===== src/tsr_defines.svh =====
// Constants for the thermal sensor register block: offsets, bit fields and reset values.
// Operation
// Measurement register, read-only, at pointer 0x05.
// Bits 12..1 two's complement, 0.125 degree LSB.
// Bit 0 reserved, always reads zero.
// Bit 15 critical flag, clears after hysteresis.
// Bit 14 upper flag, clears after hysteresis.
// Bit 13 lower flag, clears without hysteresis.
// Flags follow comparisons only, not alarm pin.
// Limits use bits 12..2, aligned with measurement.
// Maker code register, read-only, at 0x06.
// Part code high byte, revision low byte, 0x07.
// Write: address, pointer, two data bytes, all acked.
// Word read sends MSB first, ends on nack.
// Pointer stays latched for repeated reads.
// Master sets pointer then repeated start to read.
// Writes to read-only registers acked, then discarded.
// First data byte is bits 15..8, second 7..0.
`ifndef TSR_DEFINES_SVH
`define TSR_DEFINES_SVH

`define TSR_PTR_MEAS        8'h05
`define TSR_PTR_MAKER       8'h06
`define TSR_PTR_PART        8'h07
`define TSR_BIT_CRIT        15
`define TSR_BIT_UPPER       14
`define TSR_BIT_LOWER       13
`define TSR_TEMP_MSB        12
`define TSR_TEMP_LSB        1
`define TSR_MEAS_RESET      16'h0000
`define TSR_PTR_RESET       8'h00
`define TSR_BYTE_BITS       4'h8

`endif


===== src/tsr_pkg.sv =====
// Types shared by the thermal sensor register block.
package tsr_pkg;

  // One-hot states of the 2-wire slave.
  typedef enum logic [6:0] {
    TSR_IDLE  = 7'b0000001,
    TSR_ADDR  = 7'b0000010,
    TSR_ACK   = 7'b0000100,
    TSR_PTR   = 7'b0001000,
    TSR_WDATA = 7'b0010000,
    TSR_RDATA = 7'b0100000,
    TSR_MACK  = 7'b1000000
  } tsr_state_e;

  // Which byte the current acknowledge closes.
  typedef enum logic [1:0] {
    TSR_PH_ADDR = 2'h0,
    TSR_PH_PTR  = 2'h1,
    TSR_PH_DATA = 2'h2
  } tsr_phase_e;

  typedef logic [15:0] tsr_word_t;

  // Whole state of the slave.
  typedef struct packed {
    tsr_state_e st;
    tsr_phase_e ph;
    logic [7:0] sh;
    logic [3:0] cnt;
    logic [7:0] ptr;
    tsr_word_t  tx;
    logic       rw;
    logic       mack;
    logic       oe;
    logic       scl_q;
    logic       sda_q;
  } tsr_slave_s;

  // Whole state of the trip evaluator.
  typedef struct packed {
    tsr_word_t word;
  } tsr_trip_s;

endpackage : tsr_pkg


===== src/tsr_meas_if.sv =====
// Carrier between the 2-wire slave and the trip evaluator.
`timescale 1ns/10ps
`default_nettype none
interface tsr_meas_if;
  logic        conv_valid;  // One-cycle pulse: a new conversion is ready.
  logic [11:0] temp_code;   // Signed temperature, 0.125 degree units.
  logic [10:0] crit_lim;    // Critical limit, 0.25 degree units.
  logic [10:0] upper_lim;   // Upper limit, 0.25 degree units.
  logic [10:0] lower_lim;   // Lower limit, 0.25 degree units.
  logic [5:0]  hyst;        // Hysteresis, 0.125 degree units.
  logic [15:0] meas_word;   // Assembled measurement register.

  modport eval (input conv_valid, temp_code, crit_lim, upper_lim, lower_lim, hyst, output meas_word);
  modport feed (output conv_valid, temp_code, crit_lim, upper_lim, lower_lim, hyst, input meas_word);
endinterface : tsr_meas_if
`default_nettype wire


===== src/tsr_regs_top.sv =====
// Top of the thermal sensor register block: 2-wire slave and register read mux.
`timescale 1ns/10ps
`default_nettype none
`include "tsr_defines.svh"
module tsr_regs_top #(
  parameter logic [6:0] DEV_ADDR  = 7'h18,  // Bus address; arbitrary value.
  parameter logic [15:0] MAKER_ID = 16'h5a5a, // Arbitrary value.
  parameter logic [7:0] PART_ID   = 8'h3c,  // Arbitrary value.
  parameter logic [7:0] REV_ID    = 8'h01   // Arbitrary value.
) (
  input  wire logic        clk,
  input  wire logic        reset_n,
  input  wire logic        scl_in,
  input  wire logic        sda_in,
  output logic             sda_out,
  output logic             sda_oe,
  input  wire logic        conv_valid,
  input  wire logic [11:0] temp_code,
  input  wire logic [10:0] critical_limit_value,
  input  wire logic [10:0] upper_limit_value,
  input  wire logic [10:0] lower_limit_value,
  input  wire logic [5:0]  hyst_code,
  output logic [7:0]       pointer_value
);
  import tsr_pkg::*;

  tsr_slave_s s_reg;        // Registered slave state.
  tsr_slave_s s_next;       // Next slave state.
  tsr_word_t  rd_word;      // Register selected by the pointer.
  logic       scl_rise;     // Clock line went high this cycle.
  logic       scl_fall;     // Clock line went low this cycle.
  logic       start_seen;   // Data fell while clock high.
  logic       stop_seen;    // Data rose while clock high.

  tsr_meas_if mif ();

  // Feed the evaluator straight from the ports.
  assign mif.conv_valid = conv_valid;
  assign mif.temp_code  = temp_code;
  assign mif.crit_lim   = critical_limit_value;
  assign mif.upper_lim  = upper_limit_value;
  assign mif.lower_lim  = lower_limit_value;
  assign mif.hyst       = hyst_code;

  tsr_trip_eval u_trip (
    .clk     (clk),
    .reset_n (reset_n),
    .m       (mif.eval)
  );

  // Bus edges; the pins are already synchronous to clk.
  assign scl_rise   = scl_in & ~s_reg.scl_q;
  assign scl_fall   = ~scl_in & s_reg.scl_q;
  assign start_seen = scl_in & s_reg.scl_q & s_reg.sda_q & ~sda_in;
  assign stop_seen  = scl_in & s_reg.scl_q & ~s_reg.sda_q & sda_in;

  // Read mux; unmapped pointers read as zero since those registers live elsewhere.
  always_comb begin
    unique case (s_reg.ptr)
      `TSR_PTR_MEAS:  rd_word = mif.meas_word;
      `TSR_PTR_MAKER: rd_word = MAKER_ID;
      `TSR_PTR_PART:  rd_word = {PART_ID, REV_ID};
      default:        rd_word = 16'h0000;
    endcase
  end

  // Slave sequencing: sample on rising clock edges, change the line on falling ones.
  always_comb begin
    s_next       = s_reg;
    s_next.scl_q = scl_in;
    s_next.sda_q = sda_in;
    if (start_seen) begin
      // A start or repeated start always restarts address reception.
      s_next.st  = TSR_ADDR;
      s_next.cnt = 4'h0;
      s_next.oe  = 1'b0;
    end else if (stop_seen) begin
      s_next.st = TSR_IDLE;
      s_next.oe = 1'b0;
    end else begin
      unique case (s_reg.st)
        TSR_IDLE: begin
          s_next.oe = 1'b0;
        end
        TSR_ADDR, TSR_PTR, TSR_WDATA: begin
          // Shift in one byte, most significant bit first.
          if (scl_rise) begin
            s_next.sh  = {s_reg.sh[6:0], sda_in};
            s_next.cnt = s_reg.cnt + 4'h1;
          end else if (scl_fall && s_reg.cnt == `TSR_BYTE_BITS) begin
            s_next.cnt = 4'h0;
            if (s_reg.st == TSR_ADDR) begin
              if (s_reg.sh[7:1] == DEV_ADDR) begin
                s_next.st = TSR_ACK;
                s_next.oe = 1'b1;
                s_next.ph = TSR_PH_ADDR;
                s_next.rw = s_reg.sh[0];
                s_next.tx = rd_word;
              end else begin
                // Another device is addressed: stay off the line.
                s_next.st = TSR_IDLE;
              end
            end else if (s_reg.st == TSR_PTR) begin
              s_next.ptr = s_reg.sh;
              s_next.st  = TSR_ACK;
              s_next.oe  = 1'b1;
              s_next.ph  = TSR_PH_PTR;
            end else begin
              // Data bytes (high then low) are acked; every register here is read-only.
              s_next.st = TSR_ACK;
              s_next.oe = 1'b1;
              s_next.ph = TSR_PH_DATA;
            end
          end
        end
        TSR_ACK: begin
          // Release the acknowledge and, for a read, put out the first data bit.
          if (scl_fall) begin
            s_next.oe = 1'b0;
            if (s_reg.ph == TSR_PH_ADDR && s_reg.rw) begin
              s_next.st = TSR_RDATA;
              s_next.oe = ~s_reg.tx[15];
              s_next.tx = {s_reg.tx[14:0], 1'b0};
            end else if (s_reg.ph == TSR_PH_ADDR) begin
              s_next.st = TSR_PTR;
            end else begin
              s_next.st = TSR_WDATA;
            end
          end
        end
        TSR_RDATA: begin
          // Open drain: pull low for a zero, let go for a one.
          if (scl_rise) begin
            s_next.cnt = s_reg.cnt + 4'h1;
          end else if (scl_fall) begin
            if (s_reg.cnt == `TSR_BYTE_BITS) begin
              s_next.cnt  = 4'h0;
              s_next.oe   = 1'b0;
              s_next.mack = 1'b0;
              s_next.st   = TSR_MACK;
            end else begin
              s_next.oe = ~s_reg.tx[15];
              s_next.tx = {s_reg.tx[14:0], 1'b0};
            end
          end
        end
        TSR_MACK: begin
          // Master acknowledge asks for the next byte; not-acknowledge ends the read.
          if (scl_rise) begin
            s_next.mack = ~sda_in;
            if (sda_in) begin
              s_next.st = TSR_IDLE;
            end
          end else if (scl_fall && s_reg.mack) begin
            s_next.st = TSR_RDATA;
            s_next.oe = ~s_reg.tx[15];
            s_next.tx = {s_reg.tx[14:0], 1'b0};
          end
        end
        default: begin
          s_next.st = TSR_IDLE;
          s_next.oe = 1'b0;
        end
      endcase
    end
  end

  // State register; idle lines are high, so the edge samples start high.
  always_ff @(posedge clk or negedge reset_n) begin
    if (!reset_n) begin
      s_reg <= '{st: TSR_IDLE, ph: TSR_PH_ADDR, sh: 8'h00, cnt: 4'h0, ptr: `TSR_PTR_RESET,
                 tx: 16'h0000, rw: 1'b0, mack: 1'b0, oe: 1'b0, scl_q: 1'b1, sda_q: 1'b1};
    end else begin
      s_reg <= s_next;
    end
  end

  assign sda_out       = 1'b0;
  assign sda_oe        = s_reg.oe;
  assign pointer_value = s_reg.ptr;
endmodule : tsr_regs_top
`default_nettype wire


===== src/tsr_trip_eval.sv =====
// Trip evaluator: builds the measurement register from each conversion.
`timescale 1ns/10ps
`default_nettype none
`include "tsr_defines.svh"
module tsr_trip_eval (
  input  wire logic clk,
  input  wire logic reset_n,
  tsr_meas_if.eval  m
);
  import tsr_pkg::*;

  tsr_trip_s   s_reg;           // Registered state.
  tsr_trip_s   s_next;          // Next state.
  logic signed [13:0] t_val;    // Temperature widened so sums cannot wrap.
  logic signed [13:0] crit_val; // Critical limit on the same scale.
  logic signed [13:0] up_val;   // Upper limit on the same scale.
  logic signed [13:0] lo_val;   // Lower limit on the same scale.
  logic signed [13:0] hyst_val; // Hysteresis on the same scale.
  logic critical_over_flag;
  logic upper_over_flag;
  logic lower_under_flag;

  // Limits gain a zero 0.125 bit so both sides compare bit for bit.
  assign t_val    = {{2{m.temp_code[11]}}, m.temp_code};
  assign crit_val = {{2{m.crit_lim[10]}}, m.crit_lim, 1'b0};
  assign up_val   = {{2{m.upper_lim[10]}}, m.upper_lim, 1'b0};
  assign lo_val   = {{2{m.lower_lim[10]}}, m.lower_lim, 1'b0};
  assign hyst_val = {8'h00, m.hyst};

  // Flags only change on a new conversion; the alarm pin is never consulted.
  always_comb begin
    s_next = s_reg;
    critical_over_flag = s_reg.word[`TSR_BIT_CRIT];
    upper_over_flag    = s_reg.word[`TSR_BIT_UPPER];
    lower_under_flag   = s_reg.word[`TSR_BIT_LOWER];
    if (m.conv_valid) begin
      // Set at or above the limit, release only below the hysteresis band.
      if (t_val >= crit_val) begin
        critical_over_flag = 1'b1;
      end else if (t_val <= crit_val - hyst_val) begin
        critical_over_flag = 1'b0;
      end
      // Set strictly above the limit, release below the hysteresis band.
      if (t_val > up_val) begin
        upper_over_flag = 1'b1;
      end else if (t_val <= up_val - hyst_val) begin
        upper_over_flag = 1'b0;
      end
      // Lower flag has no hysteresis at all.
      lower_under_flag = (t_val < lo_val);
      s_next.word = {critical_over_flag, upper_over_flag, lower_under_flag, m.temp_code, 1'b0};
    end
  end

  // State register.
  always_ff @(posedge clk or negedge reset_n) begin
    if (!reset_n) begin
      s_reg <= '{word: `TSR_MEAS_RESET};
    end else begin
      s_reg <= s_next;
    end
  end

  assign m.meas_word = s_reg.word;
endmodule : tsr_trip_eval
`default_nettype wire

===== config.mk =====
export PLATFORM = sky130hd
export DESIGN_NAME = tsr_regs_top
export DESIGN_NICKNAME = d
export VERILOG_FILES = /design/src/tsr_pkg.sv /design/src/tsr_meas_if.sv /design/src/tsr_regs_top.sv /design/src/tsr_trip_eval.sv
export VERILOG_INCLUDE_DIRS = /design/src
export SDC_FILE = /design/constraint.sdc
export NUM_CORES = 1
export LEC_CHECK = 0
export ABC_CLOCK_PERIOD_IN_PS = 3900
export BUFFER_PORTS_ARGS = -buffer_cell sky130_fd_sc_hd__buf_2
export CAP_MARGIN = 10
export CORE_MARGIN = 2
export CORE_UTILIZATION = 31
export DETAILED_ROUTE_END_ITERATION = 7
export MAX_ROUTING_LAYER = met4
export SYNTH_ARGS = -nofsm -noshare
export SYNTH_HDL_FRONTEND = slang
export SYNTH_SLANG_ARGS = --single-unit

===== constraint.sdc =====
create_clock -name clk -period 3.9 [get_ports clk]
set_input_delay 0.39 -clock clk [delete_from_list [all_inputs] [get_ports clk]]
set_output_delay 0.39 -clock clk [all_outputs]
set_load 0.005 [all_outputs]

==> results of run 1 <==
## cells by family (layout without fill, tap and decap cells)
kind of cell / Yosys count / count (layout) / synth area share
flip-flops: 65 / 65 / 0.302
AND/OR/NAND/NOR: 150 / 150 / 0.153
adder cells (fa/ha/maj): 74 / 74 / 0.174
XOR/XNOR: 22 / 22 / 0.0357
buffers and inverters: 82 / 140 / 0.0688
other: 1 / 1 / 0.000694
multiplexers: 48 / 48 / 0.101
AO/OA/AOI/OAI: 132 / 132 / 0.164
## per-stage QoR
step | instances | instance area [µm²] | hold WS (ns) | total power, mW | util
after floorplan | 574 | 5400 | 0.0944 | 1.33 | -
after global placement | 842 | 5870 | 0.477 | 1.55 | 0.342
after detailed placement | 842 | 5870 | 0.481 | 1.55 | 0.342
after CTS | 857 | 6200 | 0.155 | 2.44 | 0.361
after global routing | 857 | 6200 | 0.201 | 2.57 | 0.361
final | 857 | 6200 | 0.122 | 2.42 | 0.361
## synth_stat cells, types with 4 or more instances
master and number:
nor3_1 10, dfrtp_1 62, nand2_1 30, xnor2_1 16, nand4_1 11, nand2b_1 11
and3_1 5, inv_1 58, nand3_1 12, mux2_2 33, o221ai_1 5, nor2b_1 12
o211ai_1 6, clkbuf_1 11, nand3b_1 4, mux2_1 9, nor4_1 9, a211oi_1 5
o21ai_1 9, ha_1 72, xor2_1 6, a31oi_1 4, o21ai_0 24, buf_4 9
buf_6 4, nor2_1 26, o21a_1 6, a21oi_1 32, a21o_1 11, a32o_1 5
## final timing paths
| kind | startpoint | slack [ns] | end | depth (start not counted) |
|---|---|---|---|---|
| worst max-delay path | hyst_code[1] | 0.61 | u_trip.m.meas_word[15] | 14 |
| worst min-delay path | reset_n | 0.12 | s_reg[31] | 1 |
| worst max register to register | s_reg[45] | 1.12 | s_reg[18] | 5 |
| worst min register to register | s_reg[15] | 0.49 | s_reg[15] | 1 |
| max in group asynchronous | reset_n | 2.83 | s_reg[1] | 2 |
| min in group clk | scl_in | 0.20 | s_reg[1] | 1 |
## power groups by stage
stage               Clock [mW]  Sequential, mW  Combinational [mW]
finish                   0.879           0.809               0.734
floorplan                    0           0.786               0.544
global placement             0           0.820               0.726
global route             0.921           0.820               0.831
CTS                      0.897           0.810               0.732
detailed placement           0           0.822               0.728
## layer usage
layer  share of wire  wire (µm)
met3           0.029        371
met5               0          0
met2            0.46       5850
met1            0.50       6290
met4           0.014        178
## critical path, delay by kind of cell
| family | cells | cell delay (ns) |
|---|---|---|
| compound gates | 6 | 1.35 |
| fa+ha+maj | 2 | 0.77 |
| buf+inv | 2 | 0.17 |
| mux | 1 | 0.26 |
| simple gates | 3 | 0.54 |
## layout make-up
type                    instances  area, µm²  share of cell area
repair buffers                 67        343              0.0553
clock inverters                 4       76.3              0.0123
inverters                      58        218              0.0351
clock buffers                  11        253              0.0408
well taps                     225        282              0.0454
multi-input cells             427       3400               0.548
flip-flops and latches         65       1630               0.263
## cells in the final DEF (no fill, tap or decap), types with 10 or more instances in the layout
master and n:
nand3_1 12, nand2_1 30, buf_2 64, a21o_1 11, nand4_1 11, xnor2_1 16
inv_1 58, o21ai_0 24, ha_1 72, a21oi_1 32, nor2b_1 12, mux2_2 33
nand2b_1 11, nor2_1 26, dfrtp_1 62, nor3_1 10
==> impl_metrics.ini, run 1 <==
[timing]
setup_violations = 0
grt_setup_unrepaired = false
finalMaxSlewViolations = 0
worst_pin_slew_ns = 0.748
min_period_ns = 3.29
clock_skew_ns = 0.00992
hold_viol_final = 0
layout_worst_path_cycle_share = 0.843
finalSetupTns_ns = 0
fmax_mhz = 304
setup_ws_ns = 0.612
maxSlewHeadroom = 0.500

[yosys]
synth_seq_cells = 65
ys_warn_count = 0
synthesis.nets = 704
synthTopCellsByArea = dfrtp_1 (29%), ha_1 (17%), mux2_2 (6.9%)
synth_edf_count = 0
synth-seq-area-share = 0.302
yosysTopAreaCell = dfrtp_1
async_flop_share = 1.00
syn_area_per_cell_um2 = 9.41
synthCells = 574
synth_top_area_frac = 0.287
synth_cell_types = 65
synthFlopType = dfrtp_1
synth_area_um2 = 5400

[place]
dp_hpwl_mm = 9.68
dp_slack_ns = 0.285
io_buffers = 64
gp_congestion = 0.820

[global_routing]
grt_pass1_vias = 4238
overflow = 0
antenna_found_initial = 0
grt_pass1_wl_mm = 21.3
gr-max-usage-layer = met2
use_met1 = 0.204
grt.total_usage = 0.149
met3_usage = 0.0198
grt_max_degree = 35
use_met2 = 0.232

[floorplan]
core-area_um2 = 17200
ios = 66
die_h_um = 136
dieArea_um2 = 18500
start_util = 0.314
row_count = 48
die_w_um = 136

[power]
power_density_nw_per_um2 = 391
ir_drop_uv = 210
seqPwrFrac = 0.334
p_leak_nw = 3.01
internal_power_mw = 1.65
switching_share = 0.319
p_clk_frac = 0.363
pwr-share-comb = 0.303
p_switching_mw = 0.773

[flow_run]
cap_violations = 0

[detailed_routing]
drtIter0Drc = 268
wire_per_inst_um = 14.8
routed_wl_mm = 12.7
vias = 4320
drtAntennaViolNets = 0
viasPerCell = 5.04
firstDrtPassIters = 4
drc_errors = 0

[layout]
largest_reg_flops = 41
diodes = 0
fillers = 1776
nets = 758
areaGrowthSynthToFinish_pct = 14.8
layout-drive-gt1-share = 0.212

[setup_path]
worst_setup_path_start_kind = input pin
cp_cell_sequence = buf_2 > inv_1 > fa_1 > a21o_1 > a21oi_1 > nor2b_1 > o21a_1 > nor3_1 > a21oi_1 > ha_1 > nand4_1 > o311ai_0 > mux2i_1 > o221ai_1
worstPathRequired_ns = 4.09
arrival_ns = 3.48
crit_top_cell = a21oi_1
max_stage_delay_ns = 0.45
end_kind = flip-flop
crit_type = input pin to flip-flop
cp_max_fo = 4
cp_slowest_cell = o311ai_0

[run_status]
status = finished clean

[cts]
holdBufCountCts = 0
cts_setup_buffers = 0
clock_path_buffers = 2
clkSinkCount = 65
insertion_delay_ns = 0.33
htree_levels = 3
cts_tree = done
clk_pin_slew_ns = 0.06
ctsResizeCount = 0
cts_root_buf = clkbuf_16
cts_made_buffers = 9

[worst_hold_path]
min_path_type = input pin to asynchronous set/reset pin
No activity file was read; power rests on OpenSTA's default activity.
==> run 2, diff against run 1 <==
--- a/config.mk
+++ b/config.mk
@@ -6,7 +6,8 @@
 export SDC_FILE = /design/constraint.sdc
 export NUM_CORES = 1
 export LEC_CHECK = 0
-export ABC_CLOCK_PERIOD_IN_PS = 3900
+export ABC_AREA = 1
+export ABC_CLOCK_PERIOD_IN_PS = 3000
 export BUFFER_PORTS_ARGS = -buffer_cell sky130_fd_sc_hd__buf_2
 export CAP_MARGIN = 10
 export CORE_MARGIN = 2
==> constraint.sdc (replaced) <==
create_clock -name clk -period 3 [get_ports clk]
set_input_delay 0.3 -clock clk [delete_from_list [all_inputs] [get_ports clk]]
set_output_delay 0.3 -clock clk [all_outputs]
set_load 0.005 [all_outputs]
==> impl_metrics.ini, run 2 <==
[run_status]
status = finished clean

[yosys]
ys_warn_count = 0
synthTopCellsByCount = nand2_1 (267), inv_1 (119), ha_1 (72)
async_flop_share = 1.00
synthFlopType = dfrtp_1
synth_most_common_cell = nand2_1
synth_area_um2 = 5710
yosysTopAreaCell = dfrtp_1
synth_seq_cells = 65
synth_edf_count = 0
synth-seq-area-share = 0.285
synthesis.nets = 959
synthCells = 829
synth_cell_types = 34
synthTopCellsByArea = dfrtp_1 (27%), nand2_1 (18%), ha_1 (16%)
syn_area_per_cell_um2 = 6.89
synth_top_area_frac = 0.272

[place]
io_buffers = 64
dp_slack_ns = 0.0403
gp_congestion = 0.868
dp_hpwl_mm = 10.8
place_inst = 1108

[flow_run]
cap_violations = 0

[layout]
areaGrowthSynthToFinish_pct = 15.1
layout-drive-gt1-share = 0.135
nets = 1020
largest_reg_flops = 41
final_common_cell = nand2_1
diodes = 0
fillers = 1912
final_cell_mix = nand2_1 (267), inv_1 (119), ha_1 (72)
finalNonFillerCells = 1124

[setup_path]
max_stage_delay_ns = 0.35
crit_buf_inv = 3
cp_slowest_cell = ha_1
rrSetupSlack_ns = 0.68
cp_max_fo = 5
r2r_start = s_reg[1]
arrival_ns = 2.85
crit_family = simple AND/OR/NAND/NOR gates
worst_setup_path_start_kind = input pin
crit_type = input pin to flip-flop
crit_top_cell = nand2_1
end_kind = flip-flop
r2r_end = s_reg[6]
r2r.worst_path.cells = 11
cp_cell_sequence = buf_2 > inv_1 > ha_1 > a21oi_1 > o21ai_0 > a21oi_1 > nand3_1 > nor2_2 > a21oi_1 > ha_1 > nand2_1 > nor2_1 > inv_1 > nor2_1 > nand2_1 > nand2_1 > nand2_1 > nand3_1 > nand2_1 > nand2_1 > nand2_1
worstPathRequired_ns = 3.22

[detailed_routing]
drtIter0Drc = 236
routed_wl_mm = 13.6
firstDrtPassIters = 4
viasPerCell = 4.65
wire_per_inst_um = 12.1
drtAntennaViolNets = 0
drc_errors = 0
vias = 5224

[cts]
insertion_delay_ns = 0.34
holdBufCountCts = 0
clk_pin_slew_ns = 0.06
cts_setup_buffers = 0
htree_levels = 3
cts_tree = done
clkSinkCount = 65
cts_root_buf = clkbuf_16
clock_path_buffers = 2
cts_made_buffers = 9

[global_routing]
overflow = 0
antenna_found_initial = 0
grt_pass1_vias = 5034
grt.total_usage = 0.147
grt_max_degree = 66
grt_pass1_wl_mm = 23.4

[power]
p_leak_nw = 3.63
finalPower_mw = 2.91
p_clk_frac = 0.424
internal_power_mw = 2.02
p_switching_mw = 0.899
seqPwrFrac = 0.334
ir_drop_uv = 362
power_density_nw_per_um2 = 443
pwr-share-comb = 0.242
switching_share = 0.308

[floorplan]
dieArea_um2 = 19500
start_util = 0.317
die_h_um = 140
die_w_um = 140
ios = 66
core-area_um2 = 18000
row_count = 49

[timing]
finalSetupTns_ns = 0
hold_viol_final = 0
finalMaxSlewViolations = 0
fmax_mhz = 381
holdWs_ns = 0.101
clock_skew_ns = 0.0106
setup_violations = 0
maxSlewHeadroom = 0.450
setup_ws_ns = 0.372
worst_pin_slew_ns = 0.825
layout_worst_path_cycle_share = 0.876
min_period_ns = 2.63
grt_setup_unrepaired = false

[worst_hold_path]
min_path_type = input pin to flip-flop
min_path_cells = 1
whs_endpoint = s_reg[0]
min_from = sda_in
run 2: layout make-up:
type	count	area, µm²	area share
Clock buffer	9	225	0.0342
Clock inverter	7	125	0.0190
Inverter	125	474	0.0721
Multi-Input combinational cell	620	3480	0.529
Sequential cell	65	1630	0.248
Tap cell	229	287	0.0436
Timing Repair Buffer	69	358	0.0544
run 2: worst max-delay path by stage:
stage | start | to | slack [ns] | depth (start not counted)
final | hyst_code[3] | u_trip.m.meas_word[15] | 0.37 | 21
after global routing | hyst_code[3] | u_trip.m.meas_word[15] | 0.005 | 21
after CTS | hyst_code[3] | u_trip.m.meas_word[15] | 0.38 | 21
after detailed placement | hyst_code[3] | u_trip.m.meas_word[15] | 0.04 | 21
after global placement | upper_limit_value[2] | u_trip.m.meas_word[14] | 0.06 | 20
after floorplan | hyst_code[3] | u_trip.m.meas_word[15] | 0.43 | 20
run 2: metrics by stage:
step           area, µm²  utilization
2_1_floorplan       5710            -
3_3_place_gp        6220        0.345
3_5_place_dp        6220        0.345
4_1_cts             6570        0.365
5_1_grt             6580        0.365
6_report            6580        0.365
run 2: cell families after synthesis:
group,Yosys count,share of synthesized area
flip-flops,65,0.285
XOR/XNOR,21,0.0322
adder cells (fa/ha/maj),74,0.165
other,1,0.000656
AND/OR/NAND/NOR,445,0.340
buffers and inverters,144,0.107
AO/OA/AOI/OAI,79,0.0707
run 2: power by group through the flow:
stage                     clock network (mW)  registers [mW]  logic, mW
after floorplan                            0           0.979      0.511
after global placement                     0           0.990      0.702
after detailed placement                   0           0.990      0.710
after CTS                               1.26           0.974      0.713
after global routing                    1.31           0.983      0.830
final                                   1.23           0.975      0.706
run 2: layer usage:
| layer | routed length (µm) | vias up | global-route usage |
|---|---|---|---|
| met5 | 0 | - | - |
| li1 | - | 2756 | - |
| met4 | 385 | 0 | 0.0521 |
| met3 | 410 | 22 | 0.0196 |
| met2 | 6410 | 91 | 0.242 |
| met1 | 6360 | 2355 | 0.187 |
run 2: what timing repair did:
item / CTS / global route
hold endpoints to repair: 0 / 0
setup endpoints to repair: 0 / 1
gates resized for setup: 0 / 1
